$ cat src/rtl/rod_pkg.sv
// rod_pkg: constants and types for the signal level and threshold demodulator
package rod_pkg;
	// ****************************************
	// register offsets (plain address space)
	// ****************************************
	localparam logic [3:0] ADDR_READOUT = 4'h0;
	localparam logic [3:0] ADDR_DEVIATION = 4'h1;
	localparam logic [3:0] ADDR_IRQ_THRESH = 4'h2;
	localparam logic [3:0] ADDR_FLOOR = 4'h3;
	localparam logic [3:0] ADDR_IRQ_FLAG = 4'h4;
	localparam logic [3:0] ADDR_IRQ_SRC = 4'h5;
	localparam logic [3:0] ADDR_DEMOD = 4'h6;
	localparam logic [3:0] ADDR_OOK_CFG = 4'h7;
	// ****************************************
	// field positions
	// ****************************************
	localparam int FLAG_BIT = 2;
	localparam int SRC0_LSB = 6;
	localparam int SRC1_LSB = 4;
	localparam int TYPE_LSB = 3;
	localparam int FSK_BIT = 5;
	localparam int STEP_LSB = 5;
	localparam int PER_LSB = 2;
	// ****************************************
	// reset values and constants
	// ****************************************
	localparam logic [7:0] DEV_RESET = 8'h03;
	localparam logic [7:0] THRESH_RESET = 8'h00;
	localparam logic [7:0] FLOOR_RESET = 8'h0C;
	localparam logic [7:0] DEMOD_RESET = 8'h00;
	localparam logic [7:0] OOK_RESET = 8'h00;
	localparam logic [1:0] SRC_LEVEL = 2'h1;
	localparam int SAMPLES = 16;
	localparam logic [7:0] PEAK_DROP = 8'h0C;
	localparam int CHIP_SAMPLES = 16;

	typedef enum logic [1:0] {
		ROD_TH_PEAK = 2'b00,
		ROD_TH_FIXED = 2'b01,
		ROD_TH_AVG = 2'b10
	} rod_th_t;

	// step in half-dB units per code
	function automatic logic [7:0] rod_step(input logic [2:0] code);
		case (code)
			3'h0: rod_step = 8'h01;
			3'h1: rod_step = 8'h02;
			3'h2: rod_step = 8'h03;
			3'h3: rod_step = 8'h04;
			3'h4: rod_step = 8'h06;
			3'h5: rod_step = 8'h08;
			3'h6: rod_step = 8'h0A;
			default: rod_step = 8'h0C;
		endcase
	endfunction : rod_step

	function automatic logic [7:0] rod_sat_sub(input logic [7:0] a,
		input logic [7:0] b);
		rod_sat_sub = (a > b) ? a - b : 8'h00;
	endfunction : rod_sat_sub
endpackage : rod_pkg

$ cat src/rtl/rod_level_if.sv
// rod_level_if: level samples passed between the estimator and the top
`timescale 1ns/1ps
`default_nettype none
interface rod_level_if;
	logic sample_stb;
	logic [7:0] level;
	logic level_stb;
	modport est (input sample_stb, output level, output level_stb);
	modport top (output sample_stb, input level, input level_stb);
endinterface : rod_level_if
`default_nettype wire

$ cat src/rtl/rod_level_est.sv
// rod_level_est: sixteen-sample sliding average of baseband magnitude
`timescale 1ns/1ps
`default_nettype none
module rod_level_est
	import rod_pkg::*;
#(
	parameter int DEPTH = SAMPLES
) (
	input wire logic clk,
	input wire logic rst,
	input wire logic ce,
	input wire logic [7:0] mag,
	rod_level_if.est lv
);
	logic [7:0] win_reg [DEPTH];
	logic [11:0] sum_reg;
	logic [3:0] wp_reg;
	logic [7:0] level_reg;
	logic stb_reg;
	wire logic [11:0] sum_next = sum_reg + 12'(mag) - 12'(win_reg[wp_reg]);

	assign lv.level = level_reg;
	assign lv.level_stb = stb_reg;

	always_ff @(posedge clk) begin
		if (rst) begin
			for (int i = 0; i < DEPTH; i++) win_reg[i] <= 8'h00;
			sum_reg <= 12'h000;
			wp_reg <= 4'h0;
			level_reg <= 8'h00;
			stb_reg <= 1'b0;
		end else if (ce) begin
			stb_reg <= lv.sample_stb;
			if (lv.sample_stb) begin
				win_reg[wp_reg] <= mag;
				sum_reg <= sum_next;
				wp_reg <= wp_reg + 4'h1;
				level_reg <= sum_next[11:4];
			end
		end
	end
endmodule : rod_level_est
`default_nettype wire

$ cat src/rtl/rod_sample_gen.sv
// rod_sample_gen: sample strobe at sixteen times the deviation frequency
`timescale 1ns/1ps
`default_nettype none
module rod_sample_gen
	import rod_pkg::*;
#(
	parameter int ACC_W = 16
) (
	input wire logic clk,
	input wire logic rst,
	input wire logic ce,
	input wire logic [7:0] deviation,
	output logic stb
);
	logic [ACC_W-1:0] acc_reg;
	wire logic [ACC_W:0] acc_sum = {1'b0, acc_reg} + (ACC_W+1)'({deviation, 4'h0});

	always_ff @(posedge clk) begin
		if (rst) begin
			acc_reg <= '0;
			stb <= 1'b0;
		end else if (ce) begin
			acc_reg <= acc_sum[ACC_W-1:0];
			stb <= acc_sum[ACC_W];
		end
	end
endmodule : rod_sample_gen
`default_nettype wire

$ cat src/rtl/rod_top.sv
// rod_top: signal level estimator, level interrupt and ook/fsk demodulator
`timescale 1ns/1ps
`default_nettype none
// Contract
// - ook: sixteen samples per second if period
// - fsk: sixteen samples per deviation period
// - average over sliding sixteen samples
// - level register updates every sample
// - level lsb equals half decibel
// - level above limit sets irq flag
// - flag bit two, write one clears
// - source selectors route flag to pins
// - ook data: level versus threshold
// - type field selects three schemes
// - peak threshold is peak minus six dB
// - peak decays by step each period (code: only while ook_next is low)
// - decay stops at floor threshold
// - deviation sets sampling frequencies
// - fsk data from i/q relative phase
// - raw fsk output in continuous mode
// - period field: chip multiples or fractions
// - step field: half to six dB
// - fixed floor and averaged thresholds
module rod_top
	import rod_pkg::*;
(
	input wire logic clk,
	input wire logic rst,
	input wire logic ce,
	input wire logic [7:0] i_in,
	input wire logic [7:0] q_in,
	input wire logic [3:0] reg_addr,
	input wire logic [7:0] reg_wdata,
	input wire logic reg_wr,
	input wire logic reg_rd,
	output logic [7:0] reg_rdata,
	output logic first_interrupt_pin,
	output logic second_interrupt_pin,
	output logic ook_data,
	output logic fsk_raw_data
);
	// ****************************************
	// input synchronisers
	// ****************************************
	logic [7:0] i_s1_reg, i_s2_reg, q_s1_reg, q_s2_reg;
	always_ff @(posedge clk) begin
		if (rst) begin
			i_s1_reg <= 8'h00;
			i_s2_reg <= 8'h00;
			q_s1_reg <= 8'h00;
			q_s2_reg <= 8'h00;
		end else if (ce) begin
			i_s1_reg <= i_in;
			i_s2_reg <= i_s1_reg;
			q_s1_reg <= q_in;
			q_s2_reg <= q_s1_reg;
		end
	end

	// ****************************************
	// registers
	// ****************************************
	logic [7:0] deviation_setting_reg;
	logic [7:0] signal_level_irq_threshold_reg;
	logic [7:0] ook_floor_level_reg;
	logic [7:0] irq_source_config_register_reg;
	logic [7:0] demodulation_config_register_reg;
	logic [7:0] ook_config_register_reg;
	logic signal_level_irq_flag_reg;
	logic [7:0] signal_level_readout_reg;

	wire logic [7:0] deviation_value = deviation_setting_reg;
	wire logic [7:0] signal_level_irq_limit = signal_level_irq_threshold_reg;
	wire logic [7:0] floor_threshold_value = ook_floor_level_reg;
	wire logic [1:0] first_pin_rx_source_sel =
		irq_source_config_register_reg[SRC0_LSB +: 2];
	wire logic [1:0] second_pin_rx_source_sel =
		irq_source_config_register_reg[SRC1_LSB +: 2];
	wire logic [1:0] ook_threshold_type =
		demodulation_config_register_reg[TYPE_LSB +: 2];
	wire logic fsk_mode = demodulation_config_register_reg[FSK_BIT];
	wire logic [2:0] ook_decay_step = ook_config_register_reg[STEP_LSB +: 3];
	wire logic [2:0] ook_decay_period = ook_config_register_reg[PER_LSB +: 3];

	wire logic wr_dev = reg_wr && reg_addr == ADDR_DEVIATION;
	wire logic wr_thr = reg_wr && reg_addr == ADDR_IRQ_THRESH;
	wire logic wr_flr = reg_wr && reg_addr == ADDR_FLOOR;
	wire logic wr_flag = reg_wr && reg_addr == ADDR_IRQ_FLAG;
	wire logic wr_src = reg_wr && reg_addr == ADDR_IRQ_SRC;
	wire logic wr_dmd = reg_wr && reg_addr == ADDR_DEMOD;
	wire logic wr_ook = reg_wr && reg_addr == ADDR_OOK_CFG;

	always_ff @(posedge clk) begin
		if (rst) begin
			deviation_setting_reg <= DEV_RESET;
			signal_level_irq_threshold_reg <= THRESH_RESET;
			ook_floor_level_reg <= FLOOR_RESET;
			irq_source_config_register_reg <= 8'h00;
			demodulation_config_register_reg <= DEMOD_RESET;
			ook_config_register_reg <= OOK_RESET;
		end else if (ce) begin
			if (wr_dev) deviation_setting_reg <= reg_wdata;
			if (wr_thr) signal_level_irq_threshold_reg <= reg_wdata;
			if (wr_flr) ook_floor_level_reg <= reg_wdata;
			if (wr_src) irq_source_config_register_reg <= reg_wdata;
			if (wr_dmd) demodulation_config_register_reg <= reg_wdata;
			if (wr_ook) ook_config_register_reg <= reg_wdata;
		end
	end

	// ****************************************
	// level estimation
	// ****************************************
	function automatic logic [7:0] rod_abs(input logic [7:0] v);
		rod_abs = v[7] ? 8'(-v) : v;
	endfunction : rod_abs

	wire logic [8:0] mag_sum = 9'(rod_abs(i_s2_reg)) + 9'(rod_abs(q_s2_reg));
	wire logic [7:0] mag = mag_sum[8] ? 8'hFF : mag_sum[7:0];

	rod_level_if lv ();
	logic sample_stb;

	rod_sample_gen u_gen (
		.clk(clk),
		.rst(rst),
		.ce(ce),
		.deviation(deviation_value),
		.stb(sample_stb)
	);
	assign lv.sample_stb = sample_stb;

	rod_level_est u_est (
		.clk(clk),
		.rst(rst),
		.ce(ce),
		.mag(mag),
		.lv(lv)
	);

	wire logic [7:0] signal_level_value = signal_level_readout_reg;

	// ****************************************
	// level interrupt
	// ****************************************
	wire logic above = signal_level_value > signal_level_irq_limit;
	wire logic clr_flag = wr_flag && reg_wdata[FLAG_BIT];

	always_ff @(posedge clk) begin
		if (rst) begin
			signal_level_readout_reg <= 8'h00;
			signal_level_irq_flag_reg <= 1'b0;
		end else if (ce) begin
			if (lv.level_stb) signal_level_readout_reg <= lv.level;
			if (above) signal_level_irq_flag_reg <= 1'b1;
			else if (clr_flag) signal_level_irq_flag_reg <= 1'b0;
		end
	end

	wire logic pin0_next = first_pin_rx_source_sel == SRC_LEVEL &&
		signal_level_irq_flag_reg;
	wire logic pin1_next = second_pin_rx_source_sel == SRC_LEVEL &&
		signal_level_irq_flag_reg;

	// ****************************************
	// ook threshold
	// ****************************************
	logic [7:0] peak_reg;
	logic [7:0] avg_reg;
	logic [7:0] chip_cnt_reg;
	logic [7:0] dec_cnt_reg;

	wire logic [7:0] dec_interval = ook_decay_period[2] ?
		8'(CHIP_SAMPLES >> (3'(ook_decay_period[1:0]) + 3'h1)) :
		8'(CHIP_SAMPLES << ook_decay_period[1:0]);
	wire logic dec_tick = lv.level_stb &&
		dec_cnt_reg + 8'h01 >= dec_interval;
	wire logic [7:0] peak_th = rod_sat_sub(peak_reg, PEAK_DROP);
	wire logic [7:0] active_th =
		ook_threshold_type == ROD_TH_FIXED ? floor_threshold_value :
		ook_threshold_type == ROD_TH_AVG ? avg_reg :
		(peak_th > floor_threshold_value ? peak_th : floor_threshold_value);
	wire logic [7:0] decayed = rod_sat_sub(peak_reg, rod_step(ook_decay_step));
	wire logic [7:0] decay_next =
		decayed > floor_threshold_value ? decayed : floor_threshold_value;
	wire logic ook_next = signal_level_value > active_th;
	wire logic [8:0] avg_sum = 9'(avg_reg) + 9'(signal_level_value);

	always_ff @(posedge clk) begin
		if (rst) begin
			peak_reg <= 8'h00;
			avg_reg <= 8'h00;
			dec_cnt_reg <= 8'h00;
			chip_cnt_reg <= 8'h00;
		end else if (ce && lv.level_stb) begin
			avg_reg <= avg_sum[8:1];
			chip_cnt_reg <= chip_cnt_reg + 8'h01;
			dec_cnt_reg <= dec_tick ? 8'h00 : dec_cnt_reg + 8'h01;
			if (signal_level_value > peak_reg) peak_reg <= signal_level_value;
			else if (dec_tick && !ook_next) peak_reg <= decay_next;
		end
	end

	// ****************************************
	// fsk phase demodulator
	// ****************************************
	logic i_prev_reg;
	// q sign at i rising edge
	wire logic i_rise = i_s2_reg[7] == 1'b0 && i_prev_reg;
	always_ff @(posedge clk) begin
		if (rst) i_prev_reg <= 1'b0;
		else if (ce) i_prev_reg <= i_s2_reg[7];
	end

	// ****************************************
	// outputs
	// ****************************************
	always_ff @(posedge clk) begin
		if (rst) begin
			first_interrupt_pin <= 1'b0;
			second_interrupt_pin <= 1'b0;
			ook_data <= 1'b0;
			fsk_raw_data <= 1'b0;
			reg_rdata <= 8'h00;
		end else if (ce) begin
			first_interrupt_pin <= pin0_next;
			second_interrupt_pin <= pin1_next;
			ook_data <= !fsk_mode && ook_next;
			if (fsk_mode && i_rise) fsk_raw_data <= !q_s2_reg[7];
			if (reg_rd) begin
				case (reg_addr)
					ADDR_READOUT: reg_rdata <= signal_level_value;
					ADDR_DEVIATION: reg_rdata <= deviation_setting_reg;
					ADDR_IRQ_THRESH: reg_rdata <= signal_level_irq_threshold_reg;
					ADDR_FLOOR: reg_rdata <= ook_floor_level_reg;
					ADDR_IRQ_FLAG: reg_rdata <= 8'({signal_level_irq_flag_reg, 2'b00});
					ADDR_IRQ_SRC: reg_rdata <= irq_source_config_register_reg;
					ADDR_DEMOD: reg_rdata <= demodulation_config_register_reg;
					ADDR_OOK_CFG: reg_rdata <= ook_config_register_reg;
					default: reg_rdata <= 8'h00;
				endcase
			end
		end
	end
endmodule : rod_top
`default_nettype wire

$ cat config.mk
export PLATFORM = sky130hd
export DESIGN_NAME = rod_top
export DESIGN_NICKNAME = d
export VERILOG_FILES = /design/src/rtl/rod_pkg.sv /design/src/rtl/rod_level_if.sv /design/src/rtl/rod_level_est.sv /design/src/rtl/rod_sample_gen.sv /design/src/rtl/rod_top.sv
export SDC_FILE = /design/constraint.sdc
export NUM_CORES = 1
export LEC_CHECK = 0
export BUFFER_PORTS_ARGS = -buffer_cell sky130_fd_sc_hd__buf_4
export CAP_MARGIN = 20
export CORE_MARGIN = 2
export CORE_UTILIZATION = 30
export CTS_CLUSTER_DIAMETER = 200
export DETAILED_ROUTE_END_ITERATION = 10
export PLACE_DENSITY_LB_ADDON = 0.15
export SETUP_SLACK_MARGIN = 0.15
export SLEW_MARGIN = 30
export SYNTH_ARGS = -nofsm -noshare
export SYNTH_HDL_FRONTEND = slang
export SYNTH_SLANG_ARGS = --single-unit
$ cat constraint.sdc
create_clock -name clk -period 5.67 [get_ports clk]
set_clock_uncertainty 0.1 [all_clocks]
set_input_delay 1.134 -clock clk [delete_from_list [all_inputs] [get_ports clk]]
set_output_delay 1.134 -clock clk [all_outputs]
set_load 0.02 [all_outputs]
# After elaboration in Yosys (flattened, before gate mapping)
# Memory sizes are Yosys's and may differ from the RTL's. A register that Yosys moved wholly into a read port is not among the register bits.
# Index checks and enable logic that the tools add are counted.
[classes] addsub=12 magnitude_cmp=8 n_eq_ne=17 shifts=2 muxes=28 bitwise=1 n_reduce_logical=36
[ops] op="8-bit 2-to-1 mux" n=14
[ops] op="8-bit one-hot mux with 8 select lines" n=1
[ops] op="8-bit > comparator" n=6
[ops] op="4-bit one-hot mux with 7 select lines" n=1
[ops] op="2-bit AND reduction" n=12
[ops] op="8-bit by 8-bit adder with 9-bit output" n=2
[ops] op="16-bit by 12-bit adder with 17-bit output" n=1
[ops] op="4-bit by 3-bit equality test with 1-bit output (second input constant)" n=4
[ops] op="1-bit logical AND" n=16
[ops] op="8-bit negator" n=2
[ops] op="12-bit by 8-bit adder with 12-bit output" n=1
[ops] op="4-bit 2-to-1 mux" n=3
[ops] op="12-bit by 8-bit subtractor with 12-bit output" n=1
[ops] op="3-bit equality test (second input constant)" n=3
[ops] op="1-bit 2-to-1 mux" n=9
[ops] op="8-bit by 1-bit adder with 8-bit output (second input constant)" n=1
[ops] op="4-bit by 2-bit equality test with 1-bit output (second input constant)" n=2
[ops] op="8-bit >= comparator" n=1
[ops] op="8-bit by 4-bit > comparator with 1-bit output (second input constant)" n=1
[ops] op="8-bit OR reduction" n=1
[ops] op="5-bit by 2-bit << shifter with 8-bit output (first input constant)" n=1
[ops] op="5-bit by 3-bit right shift with 8-bit output (first input constant)" n=1
[ops] op="8-bit by 4-bit subtractor with 8-bit output (second input constant)" n=1
[ops] op="8-bit subtractor" n=1
[ops] op="other kinds (12)" n=18
[word_totals] ff_bits=168 ramBits=128 n_memories=1
[mem_list] memory="u_est.win_reg" words=16 width=8 read_ports=1 rd_ports_with_merged_regs=1 write_ports=16 line="rod_level_est.sv:15" rtl="logic [7:0] win_reg [DEPTH];"

# Depth between registers and ports, before layout
[logic_depth] depth_word=11 mapped_depth=24 ltp_nobuf=23

# Cells and area by module
# Synthesis repeated with hierarchy kept, for this count alone.
[hier_totals] cells_unflattened=1596 hier_area_um2=16314.4
[modules_own_cells] mod="rod_top" n_inst=1 cells_each=929 area_per_inst_um2=7931.4 seq_area_each_um2=2522.4
[modules_own_cells] mod="rod_level_est" n_inst=1 cells_each=570 area_per_inst_um2=7490.9 seq_area_each_um2=4264.1
[modules_own_cells] mod="rod_sample_gen" n_inst=1 cells_each=97 area_per_inst_um2=892.1 seq_area_each_um2=260.2

# Worst setup path after synthesis
# Ideal clock, no wire load.
[synth_timing] path_type="reg2reg" startpoint="register i_s2_reg[0]" endpoint="register u_est.level_reg[7], in the netlist u_est.lv.level[7]" setup_ns=0.070 arrival_ns=4.843 slack_ns=0.656 path_stages_with_launch=24 n_path_buf=1 cell_sequence="dfxtp_1 -> inv_1 -> ha_1 -> nand2_1 -> o21ai_0 -> inv_1 -> fa_1 -> nor2b_1 -> o21ai_1 -> a21boi_1 -> o21ai_1 -> a211oi_2 -> nor2_1 -> clkbuf_1 -> inv_1 -> fa_1 -> ha_1 -> a211oi_1 -> o2111ai_1 -> a2111oi_0 -> nor3_1 -> xnor2_1 -> or3_1 -> a21oi_1"
[synth_via] elab_chain_cells=6
[synth_lines] item="from (decl)" line="rod_top.sv:45" rtl="logic [7:0] i_s1_reg, i_s2_reg, q_s1_reg, q_s2_reg;"
[synth_lines] item="from (signal assigned)" line="rod_top.sv:54" rtl="i_s2_reg <= i_s1_reg;"
[synth_lines] item="8-bit negator" line="rod_top.sv:115" rtl="rod_abs = v[7] ? 8'(-v) : v;"
[synth_lines] item="8-bit 2-to-1 mux *" line="rod_top.sv:115"
[synth_lines] item="8-bit by 8-bit adder with 9-bit output *" line="rod_top.sv:118" rtl="wire logic [8:0] mag_sum = 9'(rod_abs(i_s2_reg)) + 9'(rod_abs(q_s2_reg));"
[synth_lines] item="8-bit 2-to-1 mux *" line="rod_top.sv:119" rtl="wire logic [7:0] mag = mag_sum[8] ? 8'hFF : mag_sum[7:0];"
[synth_lines] item="named net mag[1]" line="rod_top.sv:119"
[synth_lines] item="12-bit by 8-bit adder with 12-bit output *" line="rod_level_est.sv:20" rtl="wire logic [11:0] sum_next = sum_reg + 12'(mag) - 12'(win_reg[wp_reg]);"
[synth_lines] item="12-bit by 8-bit subtractor with 12-bit output *" line="rod_level_est.sv:20"
[synth_lines] item="to (signal assigned)" line="rod_level_est.sv:38" rtl="level_reg <= sum_next[11:4];"
[synth_lines] item="to (decl)" line="rod_level_est.sv:18" rtl="logic [7:0] level_reg;"
# Mark *: on every way through the listed nets, which the timed path passes. The rest lies on a longest branch.
# A chain may end at the register's enable or synchronous reset.

# Worst setup path in the final report
[layout_timing] startpoint="register peak_reg[4]" endpoint="register peak_reg[7]"
[layout_via] elab_chain_cells=11 elab_cells_between_ends=20 cone_classes="add/sub (2); order compare (6); mux (8); reduce/logical (4)"
[layout_lines] item="from (decl)" line="rod_top.sv:168" rtl="logic [7:0] peak_reg;"
[layout_lines] item="from (signal assigned)" line="rod_top.sv:199" rtl="if (signal_level_value > peak_reg) peak_reg <= signal_level_value;"
[layout_lines] item="from (signal assigned)" line="rod_top.sv:200" rtl="else if (dec_tick && !ook_next) peak_reg <= decay_next;"
[layout_lines] item="8-bit by 4-bit subtractor with 8-bit output or 8-bit by 4-bit > comparator with 1-bit output (tied branches)" line="rod_pkg.sv:59" rtl="rod_sat_sub = (a > b) ? a - b : 8'h00;"
[layout_lines] item="8-bit 2-to-1 mux" line="rod_pkg.sv:59"
[layout_lines] item="8-bit > comparator" line="rod_top.sv:182" rtl="(peak_th > floor_threshold_value ? peak_th : floor_threshold_value);"
[layout_lines] item="8-bit 2-to-1 mux" line="rod_top.sv:182"
[layout_lines] item="8-bit 2-to-1 mux" line="rod_top.sv:181" rtl="ook_threshold_type == ROD_TH_AVG ? avg_reg :"
[layout_lines] item="8-bit 2-to-1 mux" line="rod_top.sv:180" rtl="ook_threshold_type == ROD_TH_FIXED ? floor_threshold_value :"
[layout_lines] item="8-bit > comparator" line="rod_top.sv:186" rtl="wire logic ook_next = signal_level_value > active_th;"
[layout_lines] item="1-bit zero test" line="rod_top.sv:200"
[layout_lines] item="1-bit logical AND" line="rod_top.sv:200"
[layout_lines] item="2-bit nonzero test (no line)"
[layout_lines] item="2-bit AND reduction (no line)"
# Parallel ways exist; a longest one is shown, timed or not. The select of a mux whose other input is x is not followed.

==> flow_metrics.env <==
export IMPL_async_flop_share=0
export IMPL_clkPwrFrac=0.463
export IMPL_power_leakage_uw=0.00663
export IMPL_ys_ff_latch=288
export IMPL_required_ns=6.00
export IMPL_p_switching_uw=1170
export IMPL_path_cells="nor4_1, buf_4, and2_1, nor2_1, ha_1, nor2b_1, o211ai_1, a21oi_1, o22ai_1, buf_4, nor4_1, a222oi_1, ha_1, and3_1, a221o_1, a21oi_1, a31o_2, a21bo_2, a21oi_1, a221o_1"
export IMPL_cts_resized=0
export IMPL_synth_net_count=1709
export IMPL_clockBufferDepth=3
export IMPL_path_max_fanout=10
export IMPL_yosys_warnings=0
export IMPL_drt_iter0_markers=813
export IMPL_power_uw=4850
export IMPL_fp_dieH_um=232
export IMPL_io_pins=45
export IMPL_core_sq_um=51200
export IMPL_outcome="completed"
export IMPL_port_buffers=44
export IMPL_ys_seq_area_frac=0.454
export IMPL_path_class="flip-flop to flip-flop"
export IMPL_synth_compound_area_share=0.112
export IMPL_synth_xor_area_frac=0.0226
export IMPL_dp_hpwl_um=29900
export IMPL_rows=83
export IMPL_synth_ff_type="dfxtp_1"
export IMPL_n_fill_cell=5179
export IMPL_ant_nets=0
export IMPL_finalMaxSlewViolations=0
export IMPL_seqPwrFrac=0.465
export IMPL_max_vdd_ir_drop_v=0.000229
export IMPL_vias=11500
export IMPL_worst_path_buf_inv=2
export IMPL_finalCriticalPeriod_ns=4.98
export IMPL_syn_area_sq_um=15500
export IMPL_grt_pass1_vias=11600
export IMPL_crit_family="compound AO/OA/AOI/OAI gates"
export IMPL_groute_usage_overall=0.164
export IMPL_gp_congestion=0.819
export IMPL_multiInputGateArea_sq_um=7930
export IMPL_cts_setup_buffers=0
export IMPL_cts_hold_buf=0
export IMPL_clkTransAtPathRegs_ns=0.06
export IMPL_cts_inserted_buffers=35
export IMPL_die_area_sq_um=53600
export IMPL_maxCapViolations=0
export IMPL_hp_class="flip-flop to flip-flop"
export IMPL_synth_area_leader_cell="edfxtp_1"
export IMPL_via_per_inst=5.00
export IMPL_die_w_um=232
export IMPL_largest_reg_flops=128
export IMPL_finalSetupViolations=0
export IMPL_tns_ns=0
export IMPL_drc=0
export IMPL_nets=1737
export IMPL_fmax_ghz=0.201
export IMPL_ctsRootBufferMaster="clkbuf_16"
export IMPL_antenna_found_initial=1
export IMPL_avgSynthCellArea_sq_um=9.90
export IMPL_yosysUniqueCellTypes=66
export IMPL_yosys_area_share_adder=0.0927
export IMPL_pwr_share_comb=0.072
export IMPL_cp_start_kind="flip-flop"
export IMPL_wl_per_cell_um=18.6
export IMPL_cp_end_kind="flip-flop"
export IMPL_syn_inst=1569
export IMPL_n_antenna_cell=0
export IMPL_synth_top_family_by_area="simple AND/OR/NAND/NOR gates"
export IMPL_synthTopCellsByArea="edfxtp_1 25%, dfxtp_1 21%, ha_1 7.7%, nor2_1 7.0%, mux4_2 5.8%"
export IMPL_grt_pass1_wl_um=68300
export IMPL_clock_sinks=288
export IMPL_regArea_sq_um=7050
export IMPL_drive_gt1_frac=0.111
export IMPL_powerDensity_nw_per_um2=272
export IMPL_relSlewSlack=0.328
export IMPL_synth_edf_count=128
export IMPL_tightest_slew_ns=1.00
export IMPL_r2r_start="peak_reg[4]$_SDFFE_PP0P_"
export IMPL_cts_max_level=2
export IMPL_fin_ws_ns=0.694
export IMPL_gr_total_overflow=0
export IMPL_slowest_stage="nor4_1"
export IMPL_routed_wirelength_um=43000
export IMPL_p_int_uw=3680
export IMPL_fin_crit_sh=0.878
export IMPL_dpl_worst_slack_ns=0.536
export IMPL_crit_path_start="peak_reg[4]$_SDFFE_PP0P_"
export IMPL_cts_tree="yes"
export IMPL_synth_area_mux_share=0.110
export IMPL_dr_pass1_iters=5
export IMPL_clk_latency_ns=0.55
export IMPL_arrival_ns=5.30
export IMPL_p_sw_frac=0.242
export IMPL_syn2layout_area_growth_pct=14.7
export IMPL_crit_path_frequent_cell="a21oi_1"
export IMPL_grt_max_degree=64
export IMPL_cp_slowest_stage_delay_ns=0.43
export IMPL_yosys_area_share_simple=0.171
export IMPL_holdCritStartpoint="u_est.sum_reg[0]$_SDFFE_PP0P_"
export IMPL_hold_viol=0
export IMPL_start_util=0.303
export IMPL_rsz0062_at_grt="false"
export IMPL_synth_top_cell_area_share=0.248
[logic make-up (layout without fill, tap and decap cells)]
logic type / Yosys count / in the layout
simple gates: 589 / 589
compound gates: 269 / 269
fa+ha+maj: 108 / 108
flops: 288 / 288
xor+xnor: 40 / 40
buf+inv: 154 / 209
mux: 121 / 121
[synth_stat cells, types with 11 or more instances]
library cell	instances
a21o_1	14
ha_1	95
nand3b_1	11
and2_1	12
nor3_1	23
clkbuf_1	64
a211oi_1	14
a22oi_1	12
fa_1	12
nand2_1	128
nand3_1	28
mux2i_1	78
nand2b_1	31
xor2_1	11
dfxtp_1	160
inv_1	76
xnor2_1	29
mux4_2	40
a21oi_1	95
edfxtp_1	128
o21ai_0	46
nor2b_1	15
nor2_1	289
[power groups by stage]
stage	logic [uW]	registers [uW]	clock network, uW
floorplan	225	2290	0
global placement	346	2300	0
detailed placement	347	2300	0
CTS	349	2260	2320
global route	386	2260	2400
finish	347	2260	2250
[per-stage QoR]
stage               area, sq um  cells  hold WS (ns)  utilization
finish                    17800   2304         0.357        0.348
global route              17800   2304         0.382        0.348
CTS                       17800   2304         0.365        0.347
detailed placement        16600   2240         0.357        0.325
global placement          16600   2240         0.348        0.325
floorplan                 15500   1569         0.336            -
[worst paths after layout]
kind         cells past startpoint  slack [ns]                       endpoint
max reg2reg                     20        0.69       peak_reg[7]$_SDFFE_PP0P_
min                              2        0.36  u_est.sum_reg[0]$_SDFFE_PP0P_
min reg2reg                      2        0.36  u_est.sum_reg[0]$_SDFFE_PP0P_
max                             20        0.69       peak_reg[7]$_SDFFE_PP0P_
[layout by cell type (no fill, tap or decap), types with 6 or more instances in the layout]
| master | Yosys | routed |
|---|---|---|
| a211oi_1 | 14 | 13 |
| a21oi_1 | 95 | 95 |
| or3_1 | 9 | 9 |
| nor2_1 | 289 | 289 |
| nor3b_1 | 6 | 6 |
| nand2b_1 | 31 | 31 |
| buf_4 | 0 | 67 |
| nand2_1 | 128 | 128 |
| nor3_1 | 23 | 23 |
| and3_1 | 9 | 9 |
| a21o_1 | 14 | 14 |
| clkbuf_16 | 0 | 37 |
| nand3_1 | 28 | 28 |
| dfxtp_1 | 160 | 159 |
| o31ai_1 | 9 | 9 |
| a311oi_1 | 6 | 6 |
| nand3b_1 | 11 | 11 |
| a221o_1 | 8 | 8 |
| mux2i_1 | 78 | 78 |
| xor2_1 | 11 | 11 |
| o22ai_1 | 6 | 6 |
| ha_1 | 95 | 95 |
| nor2b_1 | 15 | 15 |
| o21ai_0 | 46 | 45 |
| and2_1 | 12 | 12 |
| inv_1 | 76 | 76 |
| a22oi_1 | 12 | 12 |
| clkbuf_1 | 64 | 8 |
| xnor2_1 | 29 | 29 |
| edfxtp_1 | 128 | 128 |
| fa_1 | 12 | 12 |
| a221oi_1 | 8 | 8 |
| mux4_2 | 40 | 40 |
[per-layer routing]
| layer | vias to the layer above | share of wire | global-route usage |
|---|---|---|---|
| met5 | - | 0 | 0 |
| met4 | 0 | 0.020 | 0.0450 |
| met3 | 62 | 0.034 | 0.0237 |
| met2 | 197 | 0.46 | 0.266 |
| met1 | 5603 | 0.48 | 0.227 |
| li1 | 5660 | - | - |
[worst reg2reg max path: cells and delay by family (launching register included)]
kind                     cells  cell delay (ns)
AND/OR/NAND/NOR              6             1.40
adder cells (fa/ha/maj)      2             0.62
buffers and inverters        2             0.36
AO/OA/AOI/OAI               10             1.98
flip-flops                   1             0.41
[area by class of cell]
| class | count | share of cell area |
|---|---|---|
| Clock buffer | 50 | 0.0576 |
| Sequential cell | 288 | 0.396 |
| Multi-Input combinational cell | 1127 | 0.445 |
| Timing Repair Buffer | 69 | 0.0300 |
| Clock inverter | 14 | 0.00745 |
| Inverter | 76 | 0.0160 |
| Tap cell | 680 | 0.0478 |
(Power assumes the default switching activity.)
